===== config.mk =====
export PLATFORM = sky130hd
export DESIGN_NAME = thrrel_top
export DESIGN_NICKNAME = d
export VERILOG_FILES = /design/src/inc/thrrel_pkg.sv /design/src/rtl/thrrel_top.sv
export SDC_FILE = /design/constraint.sdc
export NUM_CORES = 2
export LEC_CHECK = 0
export CORE_UTILIZATION = 49
export DETAILED_ROUTE_END_ITERATION = 12
export DONT_BUFFER_PORTS = 1
export PLACE_DENSITY = 0.64
export SLEW_MARGIN = 30
export SYNTH_ARGS = -nofsm -noshare
export SYNTH_HDL_FRONTEND = slang
export SYNTH_SLANG_ARGS = --single-unit

===== constraint.sdc =====
create_clock -name I_CLK -period 9.6 [get_ports I_CLK]
set_input_delay 0.48 -clock I_CLK [delete_from_list [all_inputs] [get_ports I_CLK]]
set_output_delay 0.48 -clock I_CLK [all_outputs]
set_load 0.05 [all_outputs]

===== src/inc/thrrel_pkg.sv =====
package thrrel_pkg;

    // ------------------------------------------------------------
    // Register map
    // ------------------------------------------------------------
    localparam int ADDR_W = 8;
    // Per-channel block: base = channel * CH_STRIDE
    localparam logic [7:0] CH_STRIDE       = 8'h08;
    localparam logic [7:0] OFF_PRIMARY     = 8'h00;
    localparam logic [7:0] OFF_SECONDARY   = 8'h01;
    localparam logic [7:0] OFF_DEAD_BAND   = 8'h02;
    localparam logic [7:0] OFF_MODE        = 8'h03;
    localparam logic [7:0] OFF_ENGAGE_DLY  = 8'h04;
    localparam logic [7:0] OFF_RELEASE_DLY = 8'h05;
    localparam logic [7:0] OFF_STATUS      = 8'h06;
    localparam logic [7:0] REG_LINK_LIMIT  = 8'h20;
    localparam logic [7:0] REG_BEEP_EN     = 8'h21;
    localparam logic [7:0] REG_BUS_RELAY   = 8'h22;
    localparam logic [7:0] REG_FITTED      = 8'h23;
    localparam logic [7:0] REG_GLOBAL_STAT = 8'h24;

    // Mode register fields
    localparam int MODE_FUNC_LSB   = 0;
    localparam int MODE_REACT_LSB  = 4;
    localparam int MODE_UNIT_BIT   = 6;
    localparam int MODE_SRC_BIT    = 7;

    // ------------------------------------------------------------
    // Ranges and reset values
    // ------------------------------------------------------------
    localparam logic signed [15:0] LIMIT_MIN  = -16'sd999;
    localparam logic signed [15:0] LIMIT_MAX  = 16'sd9999;
    localparam logic [15:0] DEAD_BAND_MAX     = 16'd999;
    localparam logic [15:0] DELAY_MAX         = 16'd999;
    localparam logic [6:0]  LINK_LIMIT_MAX    = 7'd99;
    localparam logic [15:0] RST_PRIMARY       = 16'h0000;
    localparam logic [15:0] RST_SECONDARY     = 16'h0000;
    localparam logic [15:0] RST_DEAD_BAND     = 16'h0000;
    localparam logic [7:0]  RST_MODE          = 8'h00;
    localparam logic [15:0] RST_DELAY         = 16'h0000;
    localparam logic [6:0]  RST_LINK_LIMIT    = 7'h00;

    // ------------------------------------------------------------
    // Timing
    // ------------------------------------------------------------
    localparam int CLK_HZ          = 25_000_000;
    localparam int TENTH_SEC_MS    = 100;
    localparam int TENTH_CYCLES    = CLK_HZ / 1000 * TENTH_SEC_MS;
    localparam int SEC_TENTHS      = 10;
    localparam int MIN_TENTHS      = 600;

    typedef enum logic [2:0] {
        THRREL_DISABLED,
        THRREL_DIRECT,
        THRREL_INVERTED,
        THRREL_INSIDE,
        THRREL_OUTSIDE,
        THRREL_BUS
    } thrrel_func_e;

    typedef enum logic [1:0] {
        THRREL_HOLD,
        THRREL_FORCE_ON,
        THRREL_FORCE_OFF
    } thrrel_react_e;

endpackage


===== src/rtl/thrrel_top.sv =====
// Overview of operation
// - Each channel holds a signed primary limit, -999 to 9999, hysteresis centre.
// - Secondary limit, same range, used only in the two window modes.
// - Half dead band 0 to 999; output changes only outside limit +/- band.
// - Disabled function keeps relay off, except when the fault reaction forces it on.
// - Direct mode: on above primary+band, off below primary-band.
// - Inverted mode: off above primary+band, on below primary-band.
// - Inside window: on between low+band and high-band; limits ordered by compare.
// - Outside window: on above high+band or below low-band, off inside.
// - Bus mode: relay follows the serially written value, input ignored.
// - LED lit exactly when the channel is on, in every mode, whether its relay is fitted or not.
// - Bus relay state is not retained; reset returns it to default.
// - Engage only after the on condition held for the engage delay.
// - Release only after the off condition held for the release delay.
// - Condition ending early keeps state; timing restarts on next crossing.
// - Per-channel selector makes delays count in tenths of a second or in 6 s steps.
// - Fault reaction holds, forces on or forces off during a critical case.
// - Threshold and window modes: critical case is measurement over-range.
// - Bus mode: critical case is link silence longer than the limit.
// - Link silence limit 0 to 99 whole seconds, zero disables the check.
// - Forced-on reaction energises relay even with function disabled.
// - Comparator input selectable between live value and held peak value.
// - Unfitted relay channel still runs and drives its LED only.
// - Per-relay beep enable starts the buzzer when that relay activates.
// - Any front-panel button press silences an active buzzer.
//
// The plain strobed port and the placing of the registers were chosen for this implementation.
module thrrel_top #(
    parameter int          NCH          = 4,
    parameter int unsigned TENTH_CYC    = thrrel_pkg::TENTH_CYCLES
) (
    input  wire logic                    I_CLK,
    input  wire logic                    I_RST_N,
    input  wire logic [7:0]              I_ADDR,
    input  wire logic [15:0]             I_WDATA,
    input  wire logic                    I_WR,
    input  wire logic                    I_RD,
    output logic      [15:0]             O_RDATA,
    input  wire logic                    I_SAMPLE_VALID,
    input  wire logic signed [15:0]      I_LIVE_VALUE,
    input  wire logic signed [15:0]      I_PEAK_VALUE,
    input  wire logic                    I_OVER_RANGE,
    input  wire logic                    I_FRAME_RX,
    input  wire logic [3:0]              I_BUTTONS,
    output logic      [NCH-1:0]          O_RELAY,
    output logic      [NCH-1:0]          O_LED,
    output logic                         O_BUZZER
);

    // ------------------------------------------------------------
    // Pin synchronisers
    // ------------------------------------------------------------
    logic [3:0] btn_s1_q;
    logic [3:0] btn_s2_q;
    logic       btn_any_q;
    always_ff @(posedge I_CLK)
    begin
        if (!I_RST_N)
        begin
            btn_s1_q  <= 4'h0;
            btn_s2_q  <= 4'h0;
            btn_any_q <= 1'b0;
        end
        else
        begin
            btn_s1_q  <= I_BUTTONS;
            btn_s2_q  <= btn_s1_q;
            btn_any_q <= |btn_s2_q;
        end
    end

    // ------------------------------------------------------------
    // Time base: 0.1 s ticks, 1 s ticks
    // ------------------------------------------------------------
    logic [31:0] pre_q;
    logic        tenth_q;
    logic [3:0]  sec_div_q;
    logic        sec_q;
    always_ff @(posedge I_CLK)
    begin
        if (!I_RST_N)
        begin
            pre_q     <= 32'h0;
            tenth_q   <= 1'b0;
            sec_div_q <= 4'h0;
            sec_q     <= 1'b0;
        end
        else
        begin
            tenth_q <= 1'b0;
            sec_q   <= 1'b0;
            if (pre_q >= 32'(TENTH_CYC - 1))
            begin
                pre_q   <= 32'h0;
                tenth_q <= 1'b1;
                if (sec_div_q == 4'(thrrel_pkg::SEC_TENTHS - 1))
                begin
                    sec_div_q <= 4'h0;
                    sec_q     <= 1'b1;
                end
                else
                    sec_div_q <= sec_div_q + 4'h1;
            end
            else
                pre_q <= pre_q + 32'h1;
        end
    end

    // ------------------------------------------------------------
    // Link silence watchdog
    // ------------------------------------------------------------
    logic [6:0] link_limit_q;
    logic [6:0] silence_q;
    logic       link_lost_q;
    always_ff @(posedge I_CLK)
    begin
        if (!I_RST_N)
        begin
            silence_q   <= 7'h00;
            link_lost_q <= 1'b0;
        end
        else if (I_FRAME_RX || link_limit_q == 7'h00)
        begin
            silence_q   <= 7'h00;
            link_lost_q <= 1'b0;
        end
        else if (sec_q && !link_lost_q)
        begin
            silence_q <= silence_q + 7'h01;
            if (silence_q >= link_limit_q)
                link_lost_q <= 1'b1;
        end
    end

    // ------------------------------------------------------------
    // Global registers
    // ------------------------------------------------------------
    logic [NCH-1:0] beep_en_q;
    logic [NCH-1:0] bus_relay_q;
    logic [NCH-1:0] fitted_q;
    always_ff @(posedge I_CLK)
    begin
        if (!I_RST_N)
        begin
            link_limit_q <= thrrel_pkg::RST_LINK_LIMIT;
            beep_en_q    <= '0;
            bus_relay_q  <= '0;
            fitted_q     <= '1;
        end
        else if (I_WR)
        begin
            if (I_ADDR == thrrel_pkg::REG_LINK_LIMIT)
                link_limit_q <= (I_WDATA > 16'(thrrel_pkg::LINK_LIMIT_MAX))
                    ? thrrel_pkg::LINK_LIMIT_MAX : I_WDATA[6:0];
            else if (I_ADDR == thrrel_pkg::REG_BEEP_EN)
                beep_en_q <= I_WDATA[NCH-1:0];
            else if (I_ADDR == thrrel_pkg::REG_BUS_RELAY)
                bus_relay_q <= I_WDATA[NCH-1:0];
            else if (I_ADDR == thrrel_pkg::REG_FITTED)
                fitted_q <= I_WDATA[NCH-1:0];
        end
    end

    // ------------------------------------------------------------
    // Channels
    // ------------------------------------------------------------
    logic [NCH-1:0] state_q;
    logic [15:0]    ch_rd [NCH];

    for (genvar c = 0; c < NCH; c++)
    begin : g_ch
        localparam logic [7:0] BASE = 8'(c) * thrrel_pkg::CH_STRIDE;
        logic signed [15:0] prim_q;
        logic signed [15:0] sec_q2;
        logic [15:0]        band_q;
        logic [7:0]         mode_q;
        logic [15:0]        on_dly_q;
        logic [15:0]        off_dly_q;
        logic [15:0]        tmr_q;
        logic [9:0]         sub_q;
        logic               pend_q;
        logic               sel;

        always_ff @(posedge I_CLK)
        begin
            if (!I_RST_N)
            begin
                prim_q    <= thrrel_pkg::RST_PRIMARY;
                sec_q2    <= thrrel_pkg::RST_SECONDARY;
                band_q    <= thrrel_pkg::RST_DEAD_BAND;
                mode_q    <= thrrel_pkg::RST_MODE;
                on_dly_q  <= thrrel_pkg::RST_DELAY;
                off_dly_q <= thrrel_pkg::RST_DELAY;
            end
            else if (I_WR)
            begin
                if (I_ADDR == BASE + thrrel_pkg::OFF_PRIMARY)
                    prim_q <= clamp(I_WDATA);
                else if (I_ADDR == BASE + thrrel_pkg::OFF_SECONDARY)
                    sec_q2 <= clamp(I_WDATA);
                else if (I_ADDR == BASE + thrrel_pkg::OFF_DEAD_BAND)
                    band_q <= (I_WDATA > thrrel_pkg::DEAD_BAND_MAX)
                        ? thrrel_pkg::DEAD_BAND_MAX : I_WDATA;
                else if (I_ADDR == BASE + thrrel_pkg::OFF_MODE)
                    mode_q <= I_WDATA[7:0];
                else if (I_ADDR == BASE + thrrel_pkg::OFF_ENGAGE_DLY)
                    on_dly_q <= (I_WDATA > thrrel_pkg::DELAY_MAX)
                        ? thrrel_pkg::DELAY_MAX : I_WDATA;
                else if (I_ADDR == BASE + thrrel_pkg::OFF_RELEASE_DLY)
                    off_dly_q <= (I_WDATA > thrrel_pkg::DELAY_MAX)
                        ? thrrel_pkg::DELAY_MAX : I_WDATA;
            end
        end

        // Comparison in 18 bits so limit +/- band never wraps
        logic signed [17:0] x, lo, hi, b;
        logic want_on, want_off, crit, tgt, force_v, forced;
        thrrel_pkg::thrrel_func_e  fn;
        thrrel_pkg::thrrel_react_e rc;
        always_comb
        begin
            fn  = thrrel_pkg::thrrel_func_e'(mode_q[2:0]);
            rc  = thrrel_pkg::thrrel_react_e'(mode_q[5:4]);
            sel = mode_q[thrrel_pkg::MODE_SRC_BIT];
            x   = 18'(sel ? I_PEAK_VALUE : I_LIVE_VALUE);
            b   = 18'(signed'({2'b00, band_q}));
            lo  = 18'(prim_q);
            hi  = 18'(prim_q);
            if (fn == thrrel_pkg::THRREL_INSIDE ||
                fn == thrrel_pkg::THRREL_OUTSIDE)
            begin
                lo = (prim_q < sec_q2) ? 18'(prim_q) : 18'(sec_q2);
                hi = (prim_q < sec_q2) ? 18'(sec_q2) : 18'(prim_q);
            end
            want_on  = 1'b0;
            want_off = 1'b0;
            crit     = I_OVER_RANGE;
            case (fn)
                thrrel_pkg::THRREL_DIRECT:
                begin
                    want_on  = x > lo + b;
                    want_off = x < lo - b;
                end
                thrrel_pkg::THRREL_INVERTED:
                begin
                    want_on  = x < lo - b;
                    want_off = x > lo + b;
                end
                thrrel_pkg::THRREL_INSIDE:
                begin
                    want_on  = (x > lo + b) && (x < hi - b);
                    want_off = (x < lo - b) || (x > hi + b);
                end
                thrrel_pkg::THRREL_OUTSIDE:
                begin
                    want_on  = (x > hi + b) || (x < lo - b);
                    want_off = (x > lo + b) && (x < hi - b);
                end
                thrrel_pkg::THRREL_BUS:
                begin
                    crit     = link_lost_q;
                    want_on  = bus_relay_q[c];
                    want_off = !bus_relay_q[c];
                end
                default:
                    want_off = 1'b1;
            endcase
            forced  = crit && rc != thrrel_pkg::THRREL_HOLD;
            force_v = (rc == thrrel_pkg::THRREL_FORCE_ON);
            tgt     = state_q[c] ? !want_off : want_on;
            if (crit && rc == thrrel_pkg::THRREL_HOLD)
                tgt = state_q[c];
        end

        // Delay timer in tenths, with 60-tenth (6 s) prescale
        logic [15:0] limit;
        logic        tick;
        assign limit = state_q[c] ? off_dly_q : on_dly_q;
        assign tick  = tenth_q && (!mode_q[thrrel_pkg::MODE_UNIT_BIT] ||
            sub_q == 10'(thrrel_pkg::MIN_TENTHS / thrrel_pkg::SEC_TENTHS
            - 1));

        always_ff @(posedge I_CLK)
        begin
            if (!I_RST_N)
            begin
                state_q[c] <= 1'b0;
                tmr_q      <= 16'h0;
                sub_q      <= 10'h0;
                pend_q     <= 1'b0;
            end
            else if (forced)
            begin
                state_q[c] <= force_v;
                pend_q     <= 1'b0;
                tmr_q      <= 16'h0;
                sub_q      <= 10'h0;
            end
            else if (tgt == state_q[c])
            begin
                pend_q <= 1'b0;
                tmr_q  <= 16'h0;
                sub_q  <= 10'h0;
            end
            else if (limit == 16'h0 || (pend_q && tmr_q >= limit))
            begin
                state_q[c] <= tgt;
                pend_q     <= 1'b0;
                tmr_q      <= 16'h0;
            end
            else
            begin
                pend_q <= 1'b1;
                if (tenth_q)
                    sub_q <= tick ? 10'h0 : sub_q + 10'h1;
                if (tick && pend_q)
                    tmr_q <= tmr_q + 16'h1;
            end
        end

        always_comb
        begin
            ch_rd[c] = 16'h0000;
            if (I_ADDR == BASE + thrrel_pkg::OFF_PRIMARY)
                ch_rd[c] = prim_q;
            else if (I_ADDR == BASE + thrrel_pkg::OFF_SECONDARY)
                ch_rd[c] = sec_q2;
            else if (I_ADDR == BASE + thrrel_pkg::OFF_DEAD_BAND)
                ch_rd[c] = band_q;
            else if (I_ADDR == BASE + thrrel_pkg::OFF_MODE)
                ch_rd[c] = {8'h00, mode_q};
            else if (I_ADDR == BASE + thrrel_pkg::OFF_ENGAGE_DLY)
                ch_rd[c] = on_dly_q;
            else if (I_ADDR == BASE + thrrel_pkg::OFF_RELEASE_DLY)
                ch_rd[c] = off_dly_q;
            else if (I_ADDR == BASE + thrrel_pkg::OFF_STATUS)
                ch_rd[c] = {13'h0, crit, pend_q, state_q[c]};
        end
    end

    function automatic logic signed [15:0] clamp(input logic [15:0] v);
        logic signed [15:0] s;
        s = signed'(v);
        if (s < thrrel_pkg::LIMIT_MIN)
            return thrrel_pkg::LIMIT_MIN;
        if (s > thrrel_pkg::LIMIT_MAX)
            return thrrel_pkg::LIMIT_MAX;
        return s;
    endfunction

    // ------------------------------------------------------------
    // Outputs, buzzer and read port
    // ------------------------------------------------------------
    logic [NCH-1:0] prev_q;
    logic [15:0]    rd_d;
    always_comb
    begin
        rd_d = 16'h0000;
        for (int i = 0; i < NCH; i++)
            rd_d = rd_d | ch_rd[i];
        if (I_ADDR == thrrel_pkg::REG_LINK_LIMIT)
            rd_d = {9'h0, link_limit_q};
        else if (I_ADDR == thrrel_pkg::REG_BEEP_EN)
            rd_d = 16'(beep_en_q);
        else if (I_ADDR == thrrel_pkg::REG_BUS_RELAY)
            rd_d = 16'(bus_relay_q);
        else if (I_ADDR == thrrel_pkg::REG_FITTED)
            rd_d = 16'(fitted_q);
        else if (I_ADDR == thrrel_pkg::REG_GLOBAL_STAT)
            rd_d = {14'h0, O_BUZZER, link_lost_q};
    end

    always_ff @(posedge I_CLK)
    begin
        if (!I_RST_N)
        begin
            O_RDATA  <= 16'h0000;
            O_RELAY  <= '0;
            O_LED    <= '0;
            O_BUZZER <= 1'b0;
            prev_q   <= '0;
        end
        else
        begin
            O_RDATA <= I_RD ? rd_d : 16'h0000;
            O_RELAY <= state_q & fitted_q;
            O_LED   <= state_q;
            prev_q  <= state_q;
            if (|(state_q & ~prev_q & beep_en_q))
                O_BUZZER <= 1'b1;
            else if (btn_any_q)
                O_BUZZER <= 1'b0;
        end
    end

endmodule


* Word-level counts from Yosys, hierarchy flattened *
Index checks and enable logic that the tools add are counted.

storage, ports and cells
  bits in registers = 563
  latch bits = 0
  RAM bits = 0
  memory bits (read-only) = 0
  output and inout bits = 25
  logic and storage cells = 534
  memories = 0

operators by class
  add/subtract/negate cells = 27
  $mul = 0
  divide/modulo/power cells = 0
  magnitude comparators = 30
  equal/unequal tests = 69
  shifts and indexed selects = 0
  multiplexer cells = 188
  bitwise gates (word level) = 36
  reductions and logical operators = 126

operator list
  operator                                                             count
  2-to-1 mux 16 bit                                                    47
  2-to-1 mux 18 bit                                                    20
  adder 18 x 17 -> 18 bit                                              8
  greater-than comparator 18 bit                                       8
  less-than comparator 18 bit                                          8
  subtractor 18 x 17 -> 18 bit                                         8
  equality test 8 x 5 -> 1 bit, second input constant                  14
  2-to-1 mux 1 bit                                                     98
  adder 16 x 1 -> 16 bit, second input constant                        4
  greater-or-equal comparator 16 bit                                   4
  logical NOT 16 bit                                                   4
  less-than comparator 16 bit                                          4
  equality test 8 x 4 -> 1 bit, second input constant                  7
  OR 16 bit                                                            3
  2-to-1 mux 7 bit                                                     6
  adder 10 x 1 -> 10 bit, second input constant                        4
  equality test 10 x 6 -> 1 bit, second input constant                 4
  equality test 8 x 6 -> 1 bit, second input constant                  5
  2-to-1 mux 10 bit                                                    4
  case mux 1 bit (5 select lines)                                      8
  adder 32 x 1 -> 32 bit, second input constant                        1
  greater-or-equal comparator 32 x 22 -> 1 bit, second input constant  1
  AND reduction 2 bit                                                  16
  NOT 1 bit                                                            29
  37 further kinds                                                     161

* Longest topological paths before layout *
  depth after elaboration = 17
  mapped depth = 38
  mapped depth without buffers = 35

* Least setup slack after synthesis *
OpenSTA, ideal clock, no wires.

  kind = register -> register
  start = register g_ch[1].sec_q2[1]
  end = register g_ch[1].tmr_q[10]
  setup time = 0.060 ns
  arrival = 7.073 ns
  path slack = 2.467 ns
  stages on the path, launching flop included = 35
  path buffers = 3
  period minus slack after synthesis = 7.133 ns
  cells stage by stage = dfxtp_1 > inv_1 > ha_1 > a21o_1 > a21o_1 > a21oi_1 > o21ai_1 > a2111oi_0 > or3_1 > a41oi_1 > nor2b_1 > buf_2 > buf_2 > mux2_2 > ha_1 > nor2b_1 > o21ai_0 > a21oi_1 > o41a_1 > a311o_1 > a41oi_1 > nor2_1 > o21a_1 > o21ai_0 > o31ai_1 > ha_1 > a21o_1 > a2111oi_0 > o21ai_0 > a222oi_1 > o21ai_0 > and3_1 > o22ai_1 > clkbuf_1 > and3_1

on the way
  cells in the longest elaborated chain, start to end = 12

RTL lines
  what                                                          RTL line                              text
  from (decl)                                                   thrrel_top.sv:174                     logic signed [15:0] sec_q2;
  from (signal assigned)                                        thrrel_top.sv:189                     sec_q2 <= thrrel_pkg::RST_SECONDARY;
  from (signal assigned)                                        thrrel_top.sv:200                     sec_q2 <= clamp(I_WDATA);
  less-than comparator 16 bit                                   thrrel_top.sv:232, thrrel_top.sv:233
  2-to-1 mux 18 bit, on equally long branches                   thrrel_top.sv:232, thrrel_top.sv:233
  2-to-1 mux 18 bit                                             thrrel_top.sv:229                     if (fn == thrrel_pkg::THRREL_INSIDE ||
  adder 18 x 17 -> 18 bit, or another cell as far along         n/a
  greater-than comparator 18 bit, or another cell as far along  n/a
  logical AND 1 bit / logical OR 1 bit (equally long branches)  n/a
  case mux 1 bit (5 select lines)                               thrrel_top.sv:238                     case (fn)
  logical NOT 1 bit                                             thrrel_top.sv:270                     tgt = state_q[c] ? !want_off : want_on;
  2-to-1 mux 1 bit *                                            thrrel_top.sv:270
  2-to-1 mux 1 bit *                                            thrrel_top.sv:271                     if (crit && rc == thrrel_pkg::THRREL_HOLD)
  equality test 1 bit *                                         thrrel_top.sv:299                     else if (tgt == state_q[c])
  OR reduction 4 bit (no source line) *                         n/a
  to (signal assigned)                                          thrrel_top.sv:317                     tmr_q <= tmr_q + 16'h1;
  to (decl)                                                     thrrel_top.sv:179                     logic [15:0] tmr_q;

Every way passes the cells marked *; elsewhere a longest branch is shown, timed or not.
A chain may end at the register's enable or synchronous reset.

* Worst setup path in the final report *
  start = register g_ch[3].prim_q[9]
  end = register g_ch[3].tmr_q[8]

on the way
  cells in the longest elaborated chain, start to end = 12

RTL lines
  what                                                          RTL line                              text
  from (decl)                                                   thrrel_top.sv:173                     logic signed [15:0] prim_q;
  from (signal assigned)                                        thrrel_top.sv:188                     prim_q <= thrrel_pkg::RST_PRIMARY;
  from (signal assigned)                                        thrrel_top.sv:198                     prim_q <= clamp(I_WDATA);
  less-than comparator 16 bit                                   thrrel_top.sv:232, thrrel_top.sv:233
  2-to-1 mux 18 bit, on equally long branches                   thrrel_top.sv:232, thrrel_top.sv:233
  2-to-1 mux 18 bit                                             thrrel_top.sv:229
  adder 18 x 17 -> 18 bit, or another cell as far along         n/a
  greater-than comparator 18 bit, or another cell as far along  n/a
  logical AND 1 bit / logical OR 1 bit (equally long branches)  n/a
  case mux 1 bit (5 select lines)                               thrrel_top.sv:238
  logical NOT 1 bit                                             thrrel_top.sv:270
  2-to-1 mux 1 bit *                                            thrrel_top.sv:270
  2-to-1 mux 1 bit *                                            thrrel_top.sv:271
  equality test 1 bit *                                         thrrel_top.sv:299
  OR reduction 4 bit (no source line) *                         n/a
  to (signal assigned)                                          thrrel_top.sv:317
  to (decl)                                                     thrrel_top.sv:179

Marked as above.

==> metrics.yaml <==
worst_hold_path:
  hold-path-cell-count: 2
  hp-class: "in -> reg"
  hold_path_end: "g_ch[0].sec_q2[14]$_SDFFE_PN0P_"
  hold_path_start: "I_WDATA[15]"
cts:
  cts_tree: "done"
  clk_path_buf_depth: 3
  post_cts.repair.setup_buffers: 0
  clock-sinks: 563
  clock_insertion_delay_worst_skew_ns: 0.67
  postCtsHoldBufs: 23
  htreeDepth: 2
  cts.repair.resized: 0
  root_buffer: "clkbuf_16"
  cts_made_buffers: 61
  path_clk_slew_ns: 0.07
power_and_ir_drop:
  power_density_nw_per_um2: 104
  post-layout-total-power_mw: 5.28
  peak_supply_drop_v: 0.000152
  power.leakage_nw: 20.0
setup_path:
  crit_arrival_ns: 9.36
  crit_required_ns: 10.15
  startpoint: "g_ch[3].prim_q[9]$_SDFFE_PN0P_"
  crit_path_end_kind: "flip-flop"
  critPathLaunchType: "flip-flop"
  type_of_the_setup_path_with_the_least_slack: "reg -> reg"
  cpPeakStageDelay_ns: 0.74
  start_of_the_worst_register_to_register_path: "g_ch[3].prim_q[9]$_SDFFE_PN0P_"
  reg2reg_depth: 32
  regToRegSetupSlack_ns: 0.80
  worst_path_most_repeated_cell: "a21oi_1"
  crit-reg2reg-capture: "g_ch[3].tmr_q[8]$_SDFFE_PP0P_"
  cp_max_fo: 17
  critical-path-slowest-cell: "nor4bb_1"
finish:
  final_net_count: 6573
  final_core_utilization_pct: 53.4
  layout_commonest_cell: "ha_1"
  drive_above_1_share_pct: 6.39
  leading_cell_types_in_the_layout_fill_and_taps_excluded: "ha_1 (689), nor2_1 (654), dfxtp_1 (560)"
  area.growth.synth_to_final_pct: 7.52
routing:
  m1WireLength_um: 78600
  drtIter0Drc: 5490
  route.antenna.remaining_nets: 0
  dr.pass1.iters: 9
  met2RoutedLength_um: 68800
  drc: 0
  top_layer: "met5"
  number_of_vias_in_the_routed_layout: 44796
  wl_per_cell_um: 24.8
  via_per_inst: 6.29
  dr_wl_met3_um: 20600
  routed_wirelength_um: 177000
logic_synthesis:
  synth.ff_latch_count: 563
  synth-async-reset-ratio_pct: 0
  yosys_warnings: 0
  synth.avg_cell_area_um2: 8.04
  netlist_area_um2: 47400
  yosys.area.top_type: "dfxtp_1"
  synth_cells: 5902
  dominantRegCellSynth: "dfxtp_1"
  number_of_flops_mapped_to_enable_cells_by_yosys: 0
  synth.yosys.seq_area_share_pct: 23.8
  synth_top_area_share_pct: 23.8
  synth_cell_types: 87
  synth_top_cells_by_area: "dfxtp_1 (24%), ha_1 (18%), nor2_1 (5.2%)"
global_routing:
  grt_pass1_wl_um: 259000
  first_global_vias: 40512
  grt_overflow: 0
  grt_usage_pct: 34.7
  grt_start_max_net_pins: 102
  antenna_found_initial: 2
floorplan:
  floorplan.die.height_um: 313
  initial_utilization_pct: 49.7
  floorplan.die_area_um2: 98000
  standard_cell_row_count: 113
  core_um2: 95400
  die_x_um: 313
  io_count: 92
timing:
  fin_crit_share_pct: 91.7
  hold_slack_ns: 0.00104
  finalHoldViolations: 0
  final.setup_skew_ns: 0.0414
  timing_max_transition_violations_final: 0
  max_slew_margin_pct: 26.8
  post-route-worst-setup-slack_ns: 0.799
  setup_violations: 0
  rsz0062_at_grt: "no"
  fin_tns_setup_ns: 0
  min_period_ns: 8.80
  max_freq_mhz: 114
  least_margin_pin_slew_ns: 1.09
place:
  detailedPlace.worstSlack_ns: 1.03
  routabilityCongestion: 1.03
  hpwlAfterDp_um: 138000
  buffer_ports.inserted: 0
run:
  maxCapViolations: 0
status:
  run_status: "finished, final reports clean"
## Yosys cell counts (all sizes together) (24+ instances only)
master   instances
nand4           89
buf             24
nand2          420
or3             32
a221oi          41
and3           132
nor2           668
o22ai           28
nand2b          68
clkbuf         238
a211oi         203
a222oi          35
dfxtp          563
o21bai          57
mux2           132
a22oi           65
o21ai          240
nor2b           97
and2            32
a2111oi         26
inv            339
mux2i          127
ha             689
nor3           153
nand3          159
o21a            30
a21oi          394
a21o            95
xnor2          226
nor4            32
o211ai          36
xor2           130
o31ai           27
a31oi           35
## worst max-delay path: cells and delay by family, from the launching register on
kind	cells	cell delay (ns)
AO/OA/AOI/OAI	16	2.99
multiplexers	1	0.43
buffers and inverters	2	0.25
AND/OR/NAND/NOR	8	3.25
flip-flops	1	0.58
adder cells (fa/ha/maj)	4	1.02
XOR/XNOR	1	0.15
## kinds of logic (layout without fill, tap and decap cells)
family	after synthesis	count (layout)	share of synthesized area, %
adder cells (fa/ha/maj)	705	705	18.9
flip-flops	563	563	23.8
buffers and inverters	601	541	4.82
other	1	13	0.00791
XOR/XNOR	356	356	6.57
AND/OR/NAND/NOR	1955	1955	19.6
AO/OA/AOI/OAI	1462	1462	20.5
multiplexers	259	259	5.81
## stage by stage
step / cell area (µm²) / instances
3_3_place_gp: 48600 / 6978
6_report: 51000 / 7119
2_1_floorplan: 47500 / 5911
3_5_place_dp: 48600 / 6979
4_1_cts: 50900 / 7115
5_1_grt: 51000 / 7117
## worst max-delay path by stage
stage                                           endpoint  slack [ns]  depth (start not counted)
after floorplan           g_ch[1].tmr_q[10]$_SDFFE_PP0P_        2.47                         34
after global placement    g_ch[0].tmr_q[15]$_SDFFE_PP0P_        1.06                         33
after detailed placement   g_ch[2].sub_q[5]$_SDFFE_PP0P_        1.03                         31
after CTS                  g_ch[2].sub_q[5]$_SDFFE_PP0P_        1.04                         31
after global routing       g_ch[0].tmr_q[5]$_SDFFE_PP0P_        0.39                         34
final                      g_ch[3].tmr_q[8]$_SDFFE_PP0P_        0.80                         32
## metal layers
layer	up-vias	GRT usage, %
met5	-	0
met3	359	9.19
met1	20993	49.8
met4	2	14.4
li1	21132	-
met2	2310	48.5
## sequential cells by signal (all words and copies together), names as in the netlist, 16 cells and up
signal / count
g_ch.off_dly_q: 64
g_ch.on_dly_q: 64
O_RDATA: 16
g_ch.prim_q: 64
g_ch.sec_q2: 64
g_ch.tmr_q: 64
g_ch.sub_q: 40
g_ch.band_q: 64
g_ch.mode_q: 32
pre_q: 32
## where the power goes
part	internal, mW	switching, mW
clock	1.42	1.07
sequential	2.34	0.00809
combinational	0.156	0.286
## final cells by class
class                   instances  area [µm²]
clock inverters                36         364
flip-flops and latches        563       11300
fillers                      9093       44400
repair buffers                 89         741
clock buffers                  77        1740
diodes                          3        7.51
inverters                     339        1280
well taps                    1265        1580
multi-input cells            4747       34000
Note: power is estimated with default switching activity, not from simulation.
